==> config.mk <==
export PLATFORM = sky130hd
export DESIGN_NAME = prog_space_access
export DESIGN_NICKNAME = d
export VERILOG_FILES = /design/src/prog_access_pkg.sv /design/src/table_read_format.sv /design/src/prog_space_access.sv
export SDC_FILE = /design/constraint.sdc
export NUM_CORES = 1
export LEC_CHECK = 0
export BUFFER_PORTS_ARGS = -buffer_cell sky130_fd_sc_hd__clkbuf_2
export CELL_PAD_IN_SITES_DETAIL_PLACEMENT = 0
export CELL_PAD_IN_SITES_GLOBAL_PLACEMENT = 1
export CORE_MARGIN = 5
export CORE_UTILIZATION = 43
export CTS_BUF_LIST = sky130_fd_sc_hd__clkbuf_4 sky130_fd_sc_hd__clkbuf_8
export DETAILED_ROUTE_END_ITERATION = 7
export GPL_ROUTABILITY_DRIVEN = 0
export GPL_TIMING_DRIVEN = 0
export PLACE_DENSITY = 0.88
export SKIP_CTS_REPAIR_TIMING = 1
export SYNTH_ARGS = -nofsm -noshare
export SYNTH_HDL_FRONTEND = slang
export SYNTH_SLANG_ARGS = --single-unit
==> constraint.sdc <==
create_clock -name pclk -period 3 [get_ports pclk]
set_input_delay 0.6 -clock pclk [delete_from_list [all_inputs] [get_ports pclk]]
set_output_delay 0.6 -clock pclk [all_outputs]
set_load 0.05 [all_outputs]
==> src/prog_access_pkg.sv <==
// Constants and types shared by the program space data access block.
// Assumes a 32-bit APB register bus and a 24-bit wide program array.
package prog_access_pkg;

    // ************************************************************
    // Register map (byte addresses, one aligned word each)
    // ************************************************************
    localparam logic [11:0] OFS_TABLE_PAGE   = 12'h000;
    localparam logic [11:0] OFS_WINDOW_PAGE  = 12'h004;
    localparam logic [11:0] OFS_CORE_CONTROL = 12'h008;
    localparam logic [11:0] OFS_STATUS       = 12'h00c;

    localparam logic [7:0]  RST_TABLE_PAGE   = 8'h00;
    localparam logic [7:0]  RST_WINDOW_PAGE  = 8'h00;
    localparam logic [7:0]  RST_CORE_CONTROL = 8'h00;

    // ************************************************************
    // Field positions
    // ************************************************************
    localparam int WINDOW_ENABLE_BIT = 2;
    localparam int CONFIG_SPACE_BIT  = 7;
    localparam int EA_MSB            = 15;
    localparam int STATUS_BUSY_BIT   = 31;
    localparam int STATUS_PAGE_LSB   = 17;

    // ************************************************************
    // Array geometry, in instructions per row and per erase page
    // ************************************************************
    localparam int ROW_WORDS  = 64;
    localparam int PAGE_WORDS = 512;
    localparam int ROW_SHIFT  = $clog2(ROW_WORDS) + 1;
    localparam int PAGE_SHIFT = $clog2(PAGE_WORDS) + 1;
    localparam int ROW_W      = 24 - ROW_SHIFT;
    localparam int PAGE_W     = 24 - PAGE_SHIFT;

    // ************************************************************
    // Extra instruction cycles for a window access
    // ************************************************************
    localparam logic [1:0] EXTRA_NONE = 2'd0;
    localparam logic [1:0] EXTRA_COPY = 2'd1;
    localparam logic [1:0] EXTRA_FULL = 2'd2;

    // ************************************************************
    // Byte lanes of a program word
    // ************************************************************
    localparam logic [2:0] BE_NONE   = 3'b000;
    localparam logic [2:0] BE_LOW    = 3'b001;
    localparam logic [2:0] BE_MID    = 3'b010;
    localparam logic [2:0] BE_WORD   = 3'b011;
    localparam logic [2:0] BE_HIGH   = 3'b100;

    typedef enum logic [2:0] {
        op_data_read,
        op_table_read_low,
        op_table_read_high,
        op_table_write_low,
        op_table_write_high
    } op_e;

endpackage : prog_access_pkg

==> src/table_read_format.sv <==
// Read data steering for table reads of the low word and high byte.
// Assumes a registered program word at its input.
`timescale 1ns/1ns
`default_nettype none
module table_read_format (
    input  wire logic        high_space,
    input  wire logic        byte_mode,
    input  wire logic        byte_sel,
    input  wire logic [23:0] word,
    output logic      [15:0] data
);
    always_comb begin
        data = 16'h0000;
        if (!high_space) begin
            // [RULE_01] [RULE_02] low word steering
            if (!byte_mode) begin
                data = word[15:0];
            end else if (byte_sel) begin
                data = {8'h00, word[15:8]};
            end else begin
                data = {8'h00, word[7:0]};
            end
        end else begin
            // [RULE_03] [RULE_04] phantom byte is zero
            if (!byte_mode || !byte_sel) begin
                data = {8'h00, word[23:16]};
            end else begin
                data = 16'h0000;
            end
        end
    end
endmodule : table_read_format
`default_nettype wire

==> src/prog_space_access.sv <==
// Program space data access: table reads and writes, visibility window.
// Assumes requests held until core_ack; array reads answer at once.
// How it works
// [RULE_01] Word table read low returns bits 15:0
// [RULE_02] Byte read low picks byte by select
// [RULE_03] Word read high: bits 23:16, upper zero
// [RULE_04] Byte read high; phantom byte reads zero
// [RULE_05] Only high operations touch bits 23:16
// [RULE_06] Addresses step two per program word
// [RULE_07] Table page bit 7 selects configuration
// [RULE_08] Table page above effective address
// [RULE_09] Window needs address bit 15 and enable
// [RULE_10] Window page plus 15 address bits
// [RULE_11] Program bit 15 from window page bit 0
// [RULE_12] Window reads return low 16 bits
// [RULE_13] Window read costs two array fetches
// [RULE_14] Window off during table operations
// [RULE_15] Copy adds one cycle, others two
// [RULE_16] Repeat loop: two on edges, else none
// [RULE_17] Software fills window constants' upper byte
// [RULE_18] Rows of 64, pages of 512 words
// [RULE_19] Page registers 8 bits, reset zero
//
// The address map and the APB interface to the registers are this design's own decisions.
`timescale 1ns/1ns
`default_nettype none
module prog_space_access (
    input  wire logic                  pclk,
    input  wire logic                  presetn,
    input  wire logic                  ce,
    // APB slave
    input  wire logic                  psel,
    input  wire logic                  penable,
    input  wire logic                  pwrite,
    input  wire logic [11:0]           paddr,
    input  wire logic [31:0]           pwdata,
    output logic                       pready,
    output logic      [31:0]           prdata,
    output logic                       pslverr,
    // Core side
    input  wire logic                  core_req,
    input  wire prog_access_pkg::op_e  core_op,
    input  wire logic                  core_byte,
    input  wire logic [15:0]           core_addr,
    input  wire logic [15:0]           core_wdata,
    input  wire logic                  core_copy,
    input  wire logic                  core_in_repeat,
    input  wire logic                  core_rpt_edge,
    output logic                       core_busy,
    output logic                       core_ack,
    output logic      [15:0]           core_rdata,
    output logic                       core_window_hit,
    output logic      [1:0]            core_extra,
    // Program array side
    output logic                       flash_req,
    output logic                       flash_we,
    output logic      [2:0]            flash_be,
    output logic      [23:0]           flash_addr,
    output logic      [23:0]           flash_wdata,
    output logic                       flash_cfg,
    input  wire logic [23:0]           flash_rdata
);
    import prog_access_pkg::*;

    typedef enum logic [2:0] {
        st_idle, st_tbl_rd, st_win1, st_win2, st_hold, st_done
    } state_e;

    state_e             state_r;
    logic [7:0]         table_page_r;
    logic [7:0]         window_page_r;
    logic [7:0]         core_control_r;
    logic               high_r;
    logic               byte_r;
    logic               bsel_r;
    logic [1:0]         hold_r;
    logic [ROW_W-1:0]   row_r;
    logic [PAGE_W-1:0]  page_r;
    logic [15:0]        fmt_data;
    logic               take;
    logic               table_op;
    logic               tbl_busy;
    logic               win_hit;
    logic [1:0]         extra_nxt;
    logic [23:0]        tbl_addr;
    logic               apb_acc;

    // ************************************************************
    // Request decode
    // ************************************************************
    assign take     = core_req && !core_busy && (state_r == st_idle);
    assign table_op = (core_op != op_data_read);
    assign tbl_busy = (state_r == st_tbl_rd) || high_r && core_busy;
    // [RULE_08] [RULE_06] page over byte address
    assign tbl_addr = {table_page_r, core_addr[15:1], 1'b0};

    // [RULE_09] [RULE_14] window hit qualification
    assign win_hit = (core_op == op_data_read) && core_addr[EA_MSB]
                     && core_control_r[WINDOW_ENABLE_BIT] && !tbl_busy;

    always_comb begin
        extra_nxt = EXTRA_FULL;
        if (core_in_repeat) begin
            // [RULE_16] repeat loop cost
            extra_nxt = core_rpt_edge ? EXTRA_FULL : EXTRA_NONE;
        end else if (core_copy) begin
            // [RULE_15] copy instruction cost
            extra_nxt = EXTRA_COPY;
        end
    end

    table_read_format u_fmt (
        .high_space (high_r),
        .byte_mode  (byte_r),
        .byte_sel   (bsel_r),
        .word       (flash_rdata),
        .data       (fmt_data)
    );

    // ************************************************************
    // Sequencer
    // ************************************************************
    always_ff @(posedge pclk or negedge presetn) begin
        if (!presetn) begin
            state_r <= st_idle;
            hold_r  <= 2'd0;
        end else if (ce) begin
            case (state_r)
                st_idle: begin
                    if (take) begin
                        if (core_op == op_table_read_low
                            || core_op == op_table_read_high) begin
                            state_r <= st_tbl_rd;
                        end else if (win_hit) begin
                            state_r <= st_win1;
                        end else begin
                            state_r <= st_done;
                        end
                    end
                end
                st_tbl_rd: state_r <= st_done;
                // [RULE_13] second array fetch
                st_win1:   state_r <= st_win2;
                st_win2: begin
                    hold_r  <= core_extra;
                    state_r <= (core_extra > EXTRA_COPY) ? st_hold : st_done;
                end
                st_hold: begin
                    hold_r  <= hold_r - 2'd1;
                    if (hold_r <= 2'd2) begin
                        state_r <= st_done;
                    end
                end
                st_done:   state_r <= st_idle;
                default:   state_r <= st_idle;
            endcase
        end
    end

    // ************************************************************
    // Core handshake and read data
    // ************************************************************
    always_ff @(posedge pclk or negedge presetn) begin
        if (!presetn) begin
            core_busy       <= 1'b0;
            core_ack        <= 1'b0;
            core_rdata      <= 16'h0000;
            core_window_hit <= 1'b0;
            core_extra      <= EXTRA_NONE;
            high_r          <= 1'b0;
            byte_r          <= 1'b0;
            bsel_r          <= 1'b0;
        end else if (ce) begin
            core_ack <= (state_r == st_done);
            if (take) begin
                core_busy       <= 1'b1;
                core_window_hit <= win_hit;
                core_extra      <= win_hit ? extra_nxt : EXTRA_NONE;
                high_r          <= (core_op == op_table_read_high)
                                   || (core_op == op_table_write_high);
                byte_r          <= core_byte;
                bsel_r          <= core_addr[0];
                if (!table_op && !win_hit) begin
                    core_rdata <= 16'h0000;
                end
            end else if (core_ack) begin
                core_busy <= 1'b0;
            end
            if (state_r == st_tbl_rd) begin
                core_rdata <= fmt_data;
            end
            if (state_r == st_win2) begin
                // [RULE_12] low word only
                core_rdata <= flash_rdata[15:0];
            end
        end
    end

    // ************************************************************
    // Program array port
    // ************************************************************
    always_ff @(posedge pclk or negedge presetn) begin
        if (!presetn) begin
            flash_req   <= 1'b0;
            flash_we    <= 1'b0;
            flash_be    <= BE_NONE;
            flash_addr  <= 24'h000000;
            flash_wdata <= 24'h000000;
            flash_cfg   <= 1'b0;
        end else if (ce) begin
            flash_req <= 1'b0;
            flash_we  <= 1'b0;
            if (take && table_op) begin
                flash_req  <= 1'b1;
                flash_addr <= tbl_addr;
                // [RULE_07] configuration space select
                flash_cfg  <= table_page_r[CONFIG_SPACE_BIT];
                flash_we   <= (core_op == op_table_write_low)
                              || (core_op == op_table_write_high);
                flash_be   <= BE_NONE;
                // [RULE_05] lane selection per space
                if (core_op == op_table_write_low) begin
                    flash_wdata <= {8'h00, core_wdata};
                    if (!core_byte) begin
                        flash_be <= BE_WORD;
                    end else if (core_addr[0]) begin
                        flash_be    <= BE_MID;
                        flash_wdata <= {8'h00, core_wdata[7:0], 8'h00};
                    end else begin
                        flash_be <= BE_LOW;
                    end
                end else if (core_op == op_table_write_high) begin
                    flash_wdata <= {core_wdata[7:0], 16'h0000};
                    if (!core_byte || !core_addr[0]) begin
                        flash_be <= BE_HIGH;
                    end
                end
            end else if (take && win_hit) begin
                flash_req  <= 1'b1;
                flash_be   <= BE_NONE;
                flash_cfg  <= 1'b0;
                // [RULE_10] [RULE_11] window address
                flash_addr <= {1'b0, window_page_r, core_addr[14:0]};
            end else if (state_r == st_win1) begin
                flash_req <= 1'b1;
            end
        end
    end

    // ************************************************************
    // Row and page of the last table write
    // ************************************************************
    always_ff @(posedge pclk or negedge presetn) begin
        if (!presetn) begin
            row_r  <= '0;
            page_r <= '0;
        end else if (ce && take && (core_op == op_table_write_low
                                    || core_op == op_table_write_high)) begin
            // [RULE_18] row and page indices
            row_r  <= tbl_addr[23:ROW_SHIFT];
            page_r <= tbl_addr[23:PAGE_SHIFT];
        end
    end

    // ************************************************************
    // APB registers
    // ************************************************************
    assign apb_acc = psel && penable && !pready;

    always_ff @(posedge pclk or negedge presetn) begin
        if (!presetn) begin
            table_page_r   <= RST_TABLE_PAGE;
            window_page_r  <= RST_WINDOW_PAGE;
            core_control_r <= RST_CORE_CONTROL;
        end else if (ce && psel && penable && pready && pwrite) begin
            // [RULE_19] page registers
            if (paddr == OFS_TABLE_PAGE) begin
                table_page_r <= pwdata[7:0];
            end else if (paddr == OFS_WINDOW_PAGE) begin
                window_page_r <= pwdata[7:0];
            end else if (paddr == OFS_CORE_CONTROL) begin
                core_control_r <= pwdata[7:0] & 8'h04;
            end
        end
    end

    always_ff @(posedge pclk or negedge presetn) begin
        if (!presetn) begin
            pready  <= 1'b0;
            prdata  <= 32'h00000000;
            pslverr <= 1'b0;
        end else if (ce) begin
            pready  <= apb_acc;
            pslverr <= 1'b0;
            prdata  <= 32'h00000000;
            if (apb_acc) begin
                if (paddr == OFS_TABLE_PAGE) begin
                    prdata <= {24'h000000, table_page_r};
                end else if (paddr == OFS_WINDOW_PAGE) begin
                    prdata <= {24'h000000, window_page_r};
                end else if (paddr == OFS_CORE_CONTROL) begin
                    prdata <= {24'h000000, core_control_r};
                end else if (paddr == OFS_STATUS) begin
                    prdata[STATUS_BUSY_BIT] <= core_busy;
                    prdata[STATUS_PAGE_LSB +: PAGE_W] <= page_r;
                    prdata[ROW_W-1:0] <= row_r;
                end else begin
                    pslverr <= 1'b1;
                end
            end
        end
    end
endmodule : prog_space_access
`default_nettype wire

# Word-level counts from Yosys, hierarchy flattened
# Index checks and enable logic that the tools add are counted.
[word_totals] reg_bits=165 wordCells=145 in_bits=114 output_inout_bits=109
[classes] muxes=50 bitwise_logic=2 order_cmp=2 n_reduce_logical=52 add_sub_neg=1 eq_ne=14
[op_table] op="$mux 32" n=5
[op_table] op="$mux 16" n=8
[op_table] op="$mux 24" n=4
[op_table] op="$mux 3" n=9
[op_table] op="$eq 12x4->1 const B" n=2
[op_table] op="$logic_and 1x1->1" n=17
[op_table] op="$mux 8" n=2
[op_table] op="$pmux 3 s5" n=1
[op_table] op="$mux 1" n=14
[op_table] op="$eq 12x3->1 const B" n=1
[op_table] op="$eq 3x2->1 const B" n=4
[op_table] op="$logic_not 12->1" n=1
[op_table] op="$mux 2" n=6
[op_table] op="$reduce_and 3->1" n=4
[op_table] op="$reduce_and 2->1" n=5
[op_table] op="$eq 3x3->1 const B" n=3
[op_table] op="$logic_not 1->1" n=9
[op_table] op="$reduce_bool 3->1" n=3
[op_table] op="$reduce_bool 2->1" n=4
[op_table] op="$eq 3x1->1 const B" n=2
[op_table] op="$logic_not 3->1" n=2
[op_table] op="$logic_or 1x1->1" n=6
[op_table] op="$ne 2x2->1 const B" n=2
[op_table] op="$pmux 2 s2" n=1
[op_table] op="other kinds (5)" n=6

# Depth between registers and ports, before layout
# Gate-level depths: netlist of run 1.
[depth] word_depth=10 ltp_mapped=7 depth_no_buf=5

# Modules after synthesis
# From an unflattened synthesis of run 1, not the netlist that was laid out.
[hier_totals] hier_cells=573 area_unflattened_um2=6586.3
[modules_own_cells] mod="prog_space_access" seq_area_each_um2=3528.4 cells_per_inst=534 area_each_um2=6249.7 instances=1
[modules_own_cells] mod="table_read_format" seq_area_each_um2=0.0 cells_per_inst=39 area_each_um2=336.6 instances=1

# Worst setup path before layout of run 1
# OpenSTA, ideal clock, no wires.
[synth_timing] path_type="in2reg" start="input port paddr[1]" end="register table_page_r[0]" arrival_time_ns=1.888 t_required_ns=2.875 slack_ns=0.987 path_buffers=0 path_stages=4 cell_sequence="nor4_4 -> nand4_2 -> nor2_2 -> mux2_2"
[synth_between] elab_chain_cells=2
[synth_rtl] item="from (decl)" line_no="prog_space_access.sv:35" text="input wire logic [11:0] paddr,"
[synth_rtl] item="$logic_not 12->1" line_no="prog_space_access.sv:277" text="if (paddr == OFS_TABLE_PAGE) begin"
[synth_rtl] item="$reduce_and 2->1 (no line)"
[synth_rtl] item="to (signal assigned)" line_no="prog_space_access.sv:278" text="table_page_r <= pwdata[7:0];"
[synth_rtl] item="to (decl)" line_no="prog_space_access.sv:70" text="logic [7:0] table_page_r;"
# No other way between the ends.
# A chain may end at the register's enable or synchronous reset.

# Worst setup path after layout of run 1
[layout_timing] start="register state_r[2]" end="register flash_addr[16]"
[layout_between] elab_chain_cells=7
[layout_rtl] item="from (decl)" line_no="prog_space_access.sv:69" text="state_e state_r;"
[layout_rtl] item="from (signal assigned)" line_no="prog_space_access.sv:125" text="state_r <= st_idle;"
[layout_rtl] item="from (signal assigned)" line_no="prog_space_access.sv:133" text="state_r <= st_tbl_rd;"
[layout_rtl] item="from (signal assigned)" line_no="prog_space_access.sv:135" text="state_r <= st_win1;"
[layout_rtl] item="$eq 3x1->1" line_no="prog_space_access.sv:93" text="assign tbl_busy = (state_r == st_tbl_rd) || high_r && core_busy;"
[layout_rtl] item="$logic_or 1x1->1" line_no="prog_space_access.sv:93"
[layout_rtl] item="$logic_not 1->1" line_no="prog_space_access.sv:99" text="&& core_control_r[WINDOW_ENABLE_BIT] && !tbl_busy;"
[layout_rtl] item="$logic_and 1x1->1" line_no="prog_space_access.sv:99"
[layout_rtl] item="$logic_and 1x1->1" line_no="prog_space_access.sv:238" text="end else if (take && win_hit) begin"
[layout_rtl] item="$reduce_bool 2->1 (no line)"
[layout_rtl] item="$reduce_and 2->1 (no line)"
[layout_rtl] item="to (signal assigned)" line_no="prog_space_access.sv:215" text="flash_addr <= tbl_addr;"
[layout_rtl] item="to (signal assigned)" line_no="prog_space_access.sv:243" text="flash_addr <= {1'b0, window_page_r, core_addr[14:0]};"
[layout_rtl] item="to (decl)" line_no="prog_space_access.sv:58" text="output logic [23:0] flash_addr,"
# Several ways; a longest one is shown, not always the timed one.

==> results of run 1 <==
flip-flops by register name, summed over array words and instances (netlist names), 8 cells and up:
| register | count |
|---|---|
| flash_wdata | 24 |
| table_page_r | 8 |
| flash_addr | 24 |
| prdata | 23 |
| row_r | 17 |
| window_page_r | 8 |
| core_rdata | 16 |
synth_stat cells, types with 2 or more instances:
cell type  count  area (sq um)
a21o_1         2          15.0
a21oi_1        7          35.0
a22o_1        24           210
a31oi_1        8          50.1
a32o_1        10           100
and2_1         2          12.5
and3_1         3          18.8
buf_2          8          40.0
buf_4         13          97.6
clkbuf_1      20          75.1
dfrtp_1      141          3530
inv_1         19          71.3
mux2_1         3          33.8
mux2_2        48           541
mux2_4         8           120
mux2i_1       19           190
nand2_1       95           357
nand2b_1       9          56.3
nand3_1        3          15.0
nand4_1        3          18.8
nor2_1        15          56.3
nor2_2         2          12.5
nor2b_1        4          25.0
nor3_1         5          25.0
nor3b_1        2          15.0
nor4_4         2          42.5
nor4bb_1       2          20.0
o21ai_0       41           205
o31ai_1        9          67.6
o32ai_1        8          70.1
layout make-up:
cell class / count / area, sq um
plain buffers: 42 / 224
clock buffers: 20 / 263
clock inverters: 10 / 141
fillers: 1303 / 6520
inverters: 19 / 71.3
multi-input cells: 362 / 2600
flip-flops and latches: 141 / 3530
well taps: 184 / 230
repair buffers: 197 / 1020
worst max path at each step:
stage / end / slack (ns) / depth (start not counted)
4_1_cts: flash_addr[2]$_DFFE_PN0P_ / 0.88 / 5
2_1_floorplan: table_page_r[0]$_DFFE_PN0P_ / 0.99 / 4
6_report: flash_addr[16]$_DFFE_PN0P_ / 0.93 / 5
3_3_place_gp: core_rdata[13]$_DFFE_PN0P_ / -0.97 / 1
3_5_place_dp: table_page_r[0]$_DFFE_PN0P_ / 0.56 / 5
5_1_grt: flash_addr[2]$_DFFE_PN0P_ / 0.70 / 5
cells in the final DEF, fill, tap and decap left out, drive strengths merged, types with 10 or more instances in the layout:
cell type  instances
clkbuf           236
nand2             95
inv               20
dfrtp            141
a22o              25
nor2              17
o21ai             41
mux2i             19
mux2              59
a32o              10
buf               23
worst reg2reg max path: cells and delay by family, from the launching register on:
kind                   cells  cell delay, ns
AOI/OAI and AO/OA          1            0.36
buffers and inverters      1            0.28
DFF                        1            0.46
muxes                      1            0.36
and+or+nand+nor            2            0.50
cell families (layout without fill, tap and decap cells):
| family | after synthesis | after routing |
|---|---|---|
| simple gates | 160 | 160 |
| compound gates | 120 | 120 |
| flops | 141 | 141 |
| buf+inv | 61 | 288 |
| xor+xnor | 2 | 2 |
| mux | 79 | 79 |
| fa+ha+maj | 1 | 1 |
through the flow:
stage	cells	worst slack [ns]	power, mW	area [sq um]	hold WS [ns]
2_1_floorplan	564	0.987	4.37	6420	0.304
3_3_place_gp	944	-0.968	4.99	7630	0.460
3_5_place_dp	945	0.557	5.07	7670	0.472
4_1_cts	975	0.879	6.65	8070	0.0903
5_1_grt	975	0.700	6.93	8070	0.0910
6_report	975	0.927	6.59	8070	0.107
power breakdown:
part	internal (mW)	switching, mW	total, mW
sequential	2.31	0.274	2.58
clock	0.856	0.714	1.57
combinational	0.695	1.74	2.44
total	3.86	2.73	6.59
layer usage:
layer	vias up	share of wire (%)	GRT usage (%)
met2	147	51	35.1
met4	0	1.5	6.73
met5	-	0	0
li1	2438	-	-
met1	2646	42	25.4
met3	30	6.1	6.37
==> impl_metrics.ini, run 1 <==
[setup_path]
path_cells = nor3_2, nand3_1, a21oi_4, buf_4, mux2_2
crit_family = simple AND/OR/NAND/NOR gates
cp_slowest_cell = dfrtp_1
r2r-start = state_r[2]$_DFFE_PN0P_
reg2reg_to = flash_addr[16]$_DFFE_PN0P_
crit_buf_inv = 1
cp-start-kind = flop
cp.required_ns = 3.32
critPathMaxFanout = 10
slowest_delay_ns = 0.46
criticalPathCategory = flop to flop
startpoint = state_r[2]$_DFFE_PN0P_
crit_path_end_kind = flop
reg2reg_setup_slack_ns = 0.93
r2r_cells = 5
crit_arrival_ns = 2.40

[floorplanning]
ios = 223
core_sq_mm = 0.0146
dieHeight_um = 132
rows = 44
die_w_um = 132
start_util_pct = 44.0
die_area_sq_mm = 0.0175

[route]
wl_per_cell_um = 18.3
drtPass1Iterations = 5
vias = 5261
drtIter0Drc = 341
vias_per_cell = 5.40
ant_nets = 0
routed_wl_um = 17900
drc = 0

[timing]
rsz0062_at_grt = false
slew_headroom_pct = 53.2
setup_viol = 0
max_slew.worst_pin.slew_ns = 0.702
finalSetupTns_ns = 0
slew_viol_final = 0
fmax_mhz = 482
fin_crit_sh_pct = 69.1
skew_ns = 0.0127
period_needed_ns = 2.07
hold_viol_final = 0

[worst_hold_path]
hold_path_class = input pin to asynchronous set/reset pin

[finish]
final_util_pct = 55.3
synthToLayoutAreaGrowth_pct = 25.7
fin_nets = 895
diodes = 0
drive_gt1_share_pct = 40.3

[synthesis]
synth_fa_ha_area_share_pct = 0.195
synth_edf_count = 0
syn_inst = 564
synth_cell_type_count = 59
ys_seq_elements = 141
synth_compound_area_share_pct = 13.4
synth_top_family_by_area = multiplexers
synthMuxAreaShare_pct = 14.1
netlist_area_sq_mm = 0.00642
syn-num-nets = 679
synth_ff_type = dfrtp_1
ys_seq_area_share_pct = 54.9
yosys_warnings = 0
syn_avg_cell_area_sq_um = 11.4
async_flop_share_pct = 100
synth_xor_area_share_pct = 0.273
synth-simple-area-share_pct = 12.5

[global_route]
grt_antenna_before_repair = 0
grt_max_degree = 93
grt_pass1_wl_um = 29300
grt_pass1_vias = 5574
grt.total_usage_pct = 20.8
grt_overflow_total = 0

[cts]
cts_made_buffers = 17
tritoncts = yes
htreeDepth = 4
root_buffer = clkbuf_8
cts_sinks = 141
path_clk_slew_ns = 0.08
clock_path_buffers = 2
clk_latency_ns = 0.44

[flow_run]
drv_cap = 0

[placed_design]
place_hpwl_um = 13600
port_buffers = 196

[pwr]
ir_worst_vdd_mv = 0.458
power.density_mw_per_mm2 = 816
leakage_nw = 4.23

[status]
status = finished clean
Power figures use the tool's default switching activity.
==> run 2: changes to the inputs <==
Settings changed: CORE_UTILIZATION 43 to 36, PLACE_DENSITY 0.88 to 0.79.
Clock period 3 ns to 1.8 ns, I/O delays scaled along.
==> impl_metrics.ini, run 2 (same netlist as run 1, synthesis figures left out) <==
[status]
status = finished clean

[floorplanning]
ios = 223
die_w_um = 144
die_area_sq_mm = 0.0206
rows = 48
core_sq_mm = 0.0174
start_util_pct = 36.9
dieHeight_um = 144

[route]
ant_nets = 0
drtPass1Iterations = 5
drc = 0
vias_per_cell = 5.00
routed_wl_um = 18300
wl_per_cell_um = 17.8
vias = 5162
drtIter0Drc = 254

[setup_path]
critPathMaxFanout = 10
criticalPathCategory = flop to flop
cp.required_ns = 2.15
crit_path_end_kind = flop
crit_arrival_ns = 2.13
cp-start-kind = flop

[timing]
hold_viol_final = 0
slew_headroom_pct = 56.5
slew_viol_final = 0
rsz0062_at_grt = true
setup_viol = 0
skew_ns = 0.0113
hold_slack_ns = 0.134
fin_crit_sh_pct = 99.1
period_needed_ns = 1.78
max_slew.worst_pin.slew_ns = 0.653
fmax_mhz = 561
setup_slack_ns = 0.0165

[finish]
final_cell_mix = clkbuf_2 (197), dfrtp_1 (135), nand2_1 (94)
diodes = 0
final_area_sq_mm = 0.00835
final_cells = 1032
fin_nets = 909
mostFrequentLayoutCell = clkbuf_2
nFillCells = 1658
reg_top3 = flash_addr (24), flash_wdata (24), prdata (23)
synthToLayoutAreaGrowth_pct = 30.1
drive_gt1_share_pct = 43.2

[cts]
root_buffer = clkbuf_8
cts_made_buffers = 17
clock_path_buffers = 2
tritoncts = yes
cts_sinks = 141
path_clk_slew_ns = 0.08
clk_latency_ns = 0.45
htreeDepth = 4

[worst_hold_path]
hold_path_class = input pin to flop

[global_route]
grt_antenna_before_repair = 0
grt_overflow_total = 0
grt_pass1_vias = 5232
grt.total_usage_pct = 18.1
grt_max_degree = 72
grt_pass1_wl_um = 29000

[pwr]
leakage_nw = 4.32
ir_worst_vdd_mv = 0.821
power.density_mw_per_mm2 = 1330
total_power_mw = 11.1

[placed_design]
dp_slack_ns = -0.425
place_hpwl_um = 13500
place_inst = 986
port_buffers = 196
placed_cell_area_sq_mm = 0.00773

[flow_run]
drv_cap = 0
[run 2: worst paths after layout]
kind / start / end / slack [ns] / cells past startpoint
min reg2reg: core_window_hit$_DFFE_PN0P_ / core_window_hit$_DFFE_PN0P_ / 0.48 / 1
min: core_addr[5] / flash_addr[5]$_DFFE_PN0P_ / 0.13 / 2
max in group asynchronous: presetn / high_r$_DFFE_PN0P_ / 0.54 / 3
max: state_r[2]$_DFFE_PN0P_ / flash_req$_DFFE_PN0P_ / 0.02 / 6
max reg2reg: state_r[2]$_DFFE_PN0P_ / flash_req$_DFFE_PN0P_ / 0.02 / 6
min in group asynchronous: presetn / flash_addr[12]$_DFFE_PN0P_ / 0.46 / 2
[run 2: cell type report]
cell class / instances / area (sq um) / area share, %
plain buffers: 41 / 246 / 2.95
well taps: 225 / 282 / 3.37
flip-flops and latches: 141 / 3540 / 42.3
inverters: 19 / 71.3 / 0.854
clock buffers: 19 / 262 / 3.13
multi-input cells: 362 / 2660 / 31.8
clock inverters: 13 / 139 / 1.66
repair buffers: 212 / 1160 / 13.9
[run 2: layer usage]
metal  up-vias  routed length [um]  GRT usage, %
met4         0                 265          5.20
met1      2529                8070          24.2
met5         -                   0             0
met3        20                1220          5.69
met2       142                8790          28.6
li1       2471                   -             -
[run 2: stage by stage]
step / TNS (ns) / util [%]
2_1_floorplan: 0 / -
3_3_place_gp: -321.76 / 44.2
3_5_place_dp: -29.05 / 44.4
4_1_cts: -14.16 / 46.7
5_1_grt: -0.737 / 48.0
6_report: 0 / 48.0
[run 2: critical path, stage by stage (launching register included)]
cell and delay, ns:
dfrtp_2 0.47, or3b_4 0.43, nand3_4 0.10, a21oi_4 0.11, buf_8 0.18, buf_4 0.13
a211o_1 0.25
[run 2: report_power, final]
part / internal, mW / leakage, nW / switching, mW
sequential: 3.85 / 1.89 / 0.486
combinational: 1.25 / 2.24 / 2.91
clock: 1.30 / 0.191 / 1.29
total: 6.41 / 4.32 / 4.68
==> run 3: changes to the inputs <==
Settings changed: CORE_ASPECT_RATIO from default to 0.8, GPL_TIMING_DRIVEN 0 to default, SETUP_SLACK_MARGIN from default to 0.02.
==> impl_metrics.ini, run 3 (same netlist as run 1, synthesis figures left out) <==
[finish]
synthToLayoutAreaGrowth_pct = 30.1
reg_top3 = flash_addr (24), flash_wdata (24), prdata (23)
mostFrequentLayoutCell = clkbuf_2
fin_nets = 897
drive_gt1_share_pct = 43.6
final_area_sq_mm = 0.00835
final_cell_mix = clkbuf_2 (197), dfrtp_1 (139), nand2_1 (95)
diodes = 0

[setup_path]
criticalPathCategory = flop to flop
cp_slowest_cell = dfrtp_1
cp-start-kind = flop
critPathMaxFanout = 23
crit_path_end_kind = flop
slowest_delay_ns = 0.45
crit_buf_inv = 1
crit_arrival_ns = 2.05
cp.required_ns = 2.13
path_cells = or3b_1, nand3_2, a21oi_4, buf_12, mux2_1
crit_family = simple AND/OR/NAND/NOR gates

[route]
drtPass1Iterations = 6
vias = 5106
vias_per_cell = 5.01
routed_wl_um = 17800
ant_nets = 0
drc = 0
drtIter0Drc = 264
wl_per_cell_um = 17.4

[global_route]
grt_pass1_vias = 5138
grt_max_degree = 50
grt.total_usage_pct = 17.5
grt_pass1_wl_um = 28600
grt_overflow_total = 0
grt_antenna_before_repair = 0

[timing]
setup_viol = 0
fin_crit_sh_pct = 95.9
max_slew.worst_pin.slew_ns = 0.532
skew_ns = 0.0101
period_needed_ns = 1.73
setup_slack_ns = 0.0738
slew_viol_final = 0
hold_viol_final = 0
rsz0062_at_grt = true
fmax_mhz = 579
finalSetupTns_ns = 0
slew_headroom_pct = 64.6

[floorplanning]
die_w_um = 159
ios = 223
rows = 43
core_sq_mm = 0.0174
start_util_pct = 36.8
die_area_sq_mm = 0.0206
dieHeight_um = 129

[cts]
clk_latency_ns = 0.44
cts_made_buffers = 17
tritoncts = yes
root_buffer = clkbuf_8
clock_path_buffers = 2
cts_sinks = 141
htreeDepth = 4
path_clk_slew_ns = 0.08

[worst_hold_path]
hold_path_class = input pin to flop

[status]
status = finished clean

[flow_run]
drv_cap = 0

[placed_design]
place_hpwl_um = 13300
port_buffers = 198
placed_cell_area_sq_mm = 0.00793
dp_slack_ns = -0.103

[pwr]
ir_worst_vdd_mv = 1.09
total_power_mw = 11.1
power.density_mw_per_mm2 = 1330
leakage_nw = 4.34
==> run 3: cell count changes in the layout (fill, tap and decap cells not counted), sizes merged <==
cell / delta
clkbuf: -18
buf: +7
clkinvlp: -1
==> run 3: report_power, final <==
group | internal (mW) | switching [mW]
clock | 1.31 | 1.28
combinational | 1.27 | 2.91
sequential | 3.85 | 0.451
==> run 3: worst paths after layout <==
check                                            start  cells past startpoint  slack [ns]                           to
min in group asynchronous                      presetn                      2        0.39   flash_addr[11]$_DFFE_PN0P_
hold reg to reg            flash_wdata[11]$_DFFE_PN0P_                      2        0.48  flash_wdata[11]$_DFFE_PN0P_
hold / removal                            core_addr[4]                      2        0.15    flash_addr[4]$_DFFE_PN0P_
max in group asynchronous                      presetn                      3        0.86  table_page_r[3]$_DFFE_PN0P_
setup reg to reg                state_r[2]$_DFFE_PN0P_                      5        0.07   flash_addr[21]$_DFFE_PN0P_
setup / recovery                state_r[2]$_DFFE_PN0P_                      5        0.07   flash_addr[21]$_DFFE_PN0P_
==> run 3: layer usage <==
layer / share of wire, % / global-route usage, % / vias to the layer above
li1: - / - / 2444
met1: 44 / 24.3 / 2494
met2: 47 / 26.8 / 154
met3: 7.6 / 5.25 / 14
met4: 1.2 / 5.12 / 0
met5: 0 / 0 / -
==> run 3: through the flow <==
stage	hold slack, ns	instances	util [%]
final	0.148	1020	47.9
after global routing	0.108	1020	47.9
after CTS	-0.195	1019	47.8
after detailed placement	0.305	987	45.5
after global placement	0.301	987	45.5
after floorplan	0.0644	564	-
==> run 3: layout make-up <==
cell class                 instances  area, sq um
timing repair buffer             241         1440
clock inverter                    12          139
tap                              225          282
inverter                          19         71.3
clock buffer                      20          263
fill                            1688         9080
sequential                       141         3530
multi-input combinational        362         2630
==> run 3: worst register-to-register path, stage by stage, from the launching register on <==
cell	delay (ns)
dfrtp_1	0.45
or3b_1	0.44
nand3_2	0.13
a21oi_4	0.08
buf_12	0.19
mux2_1	0.33
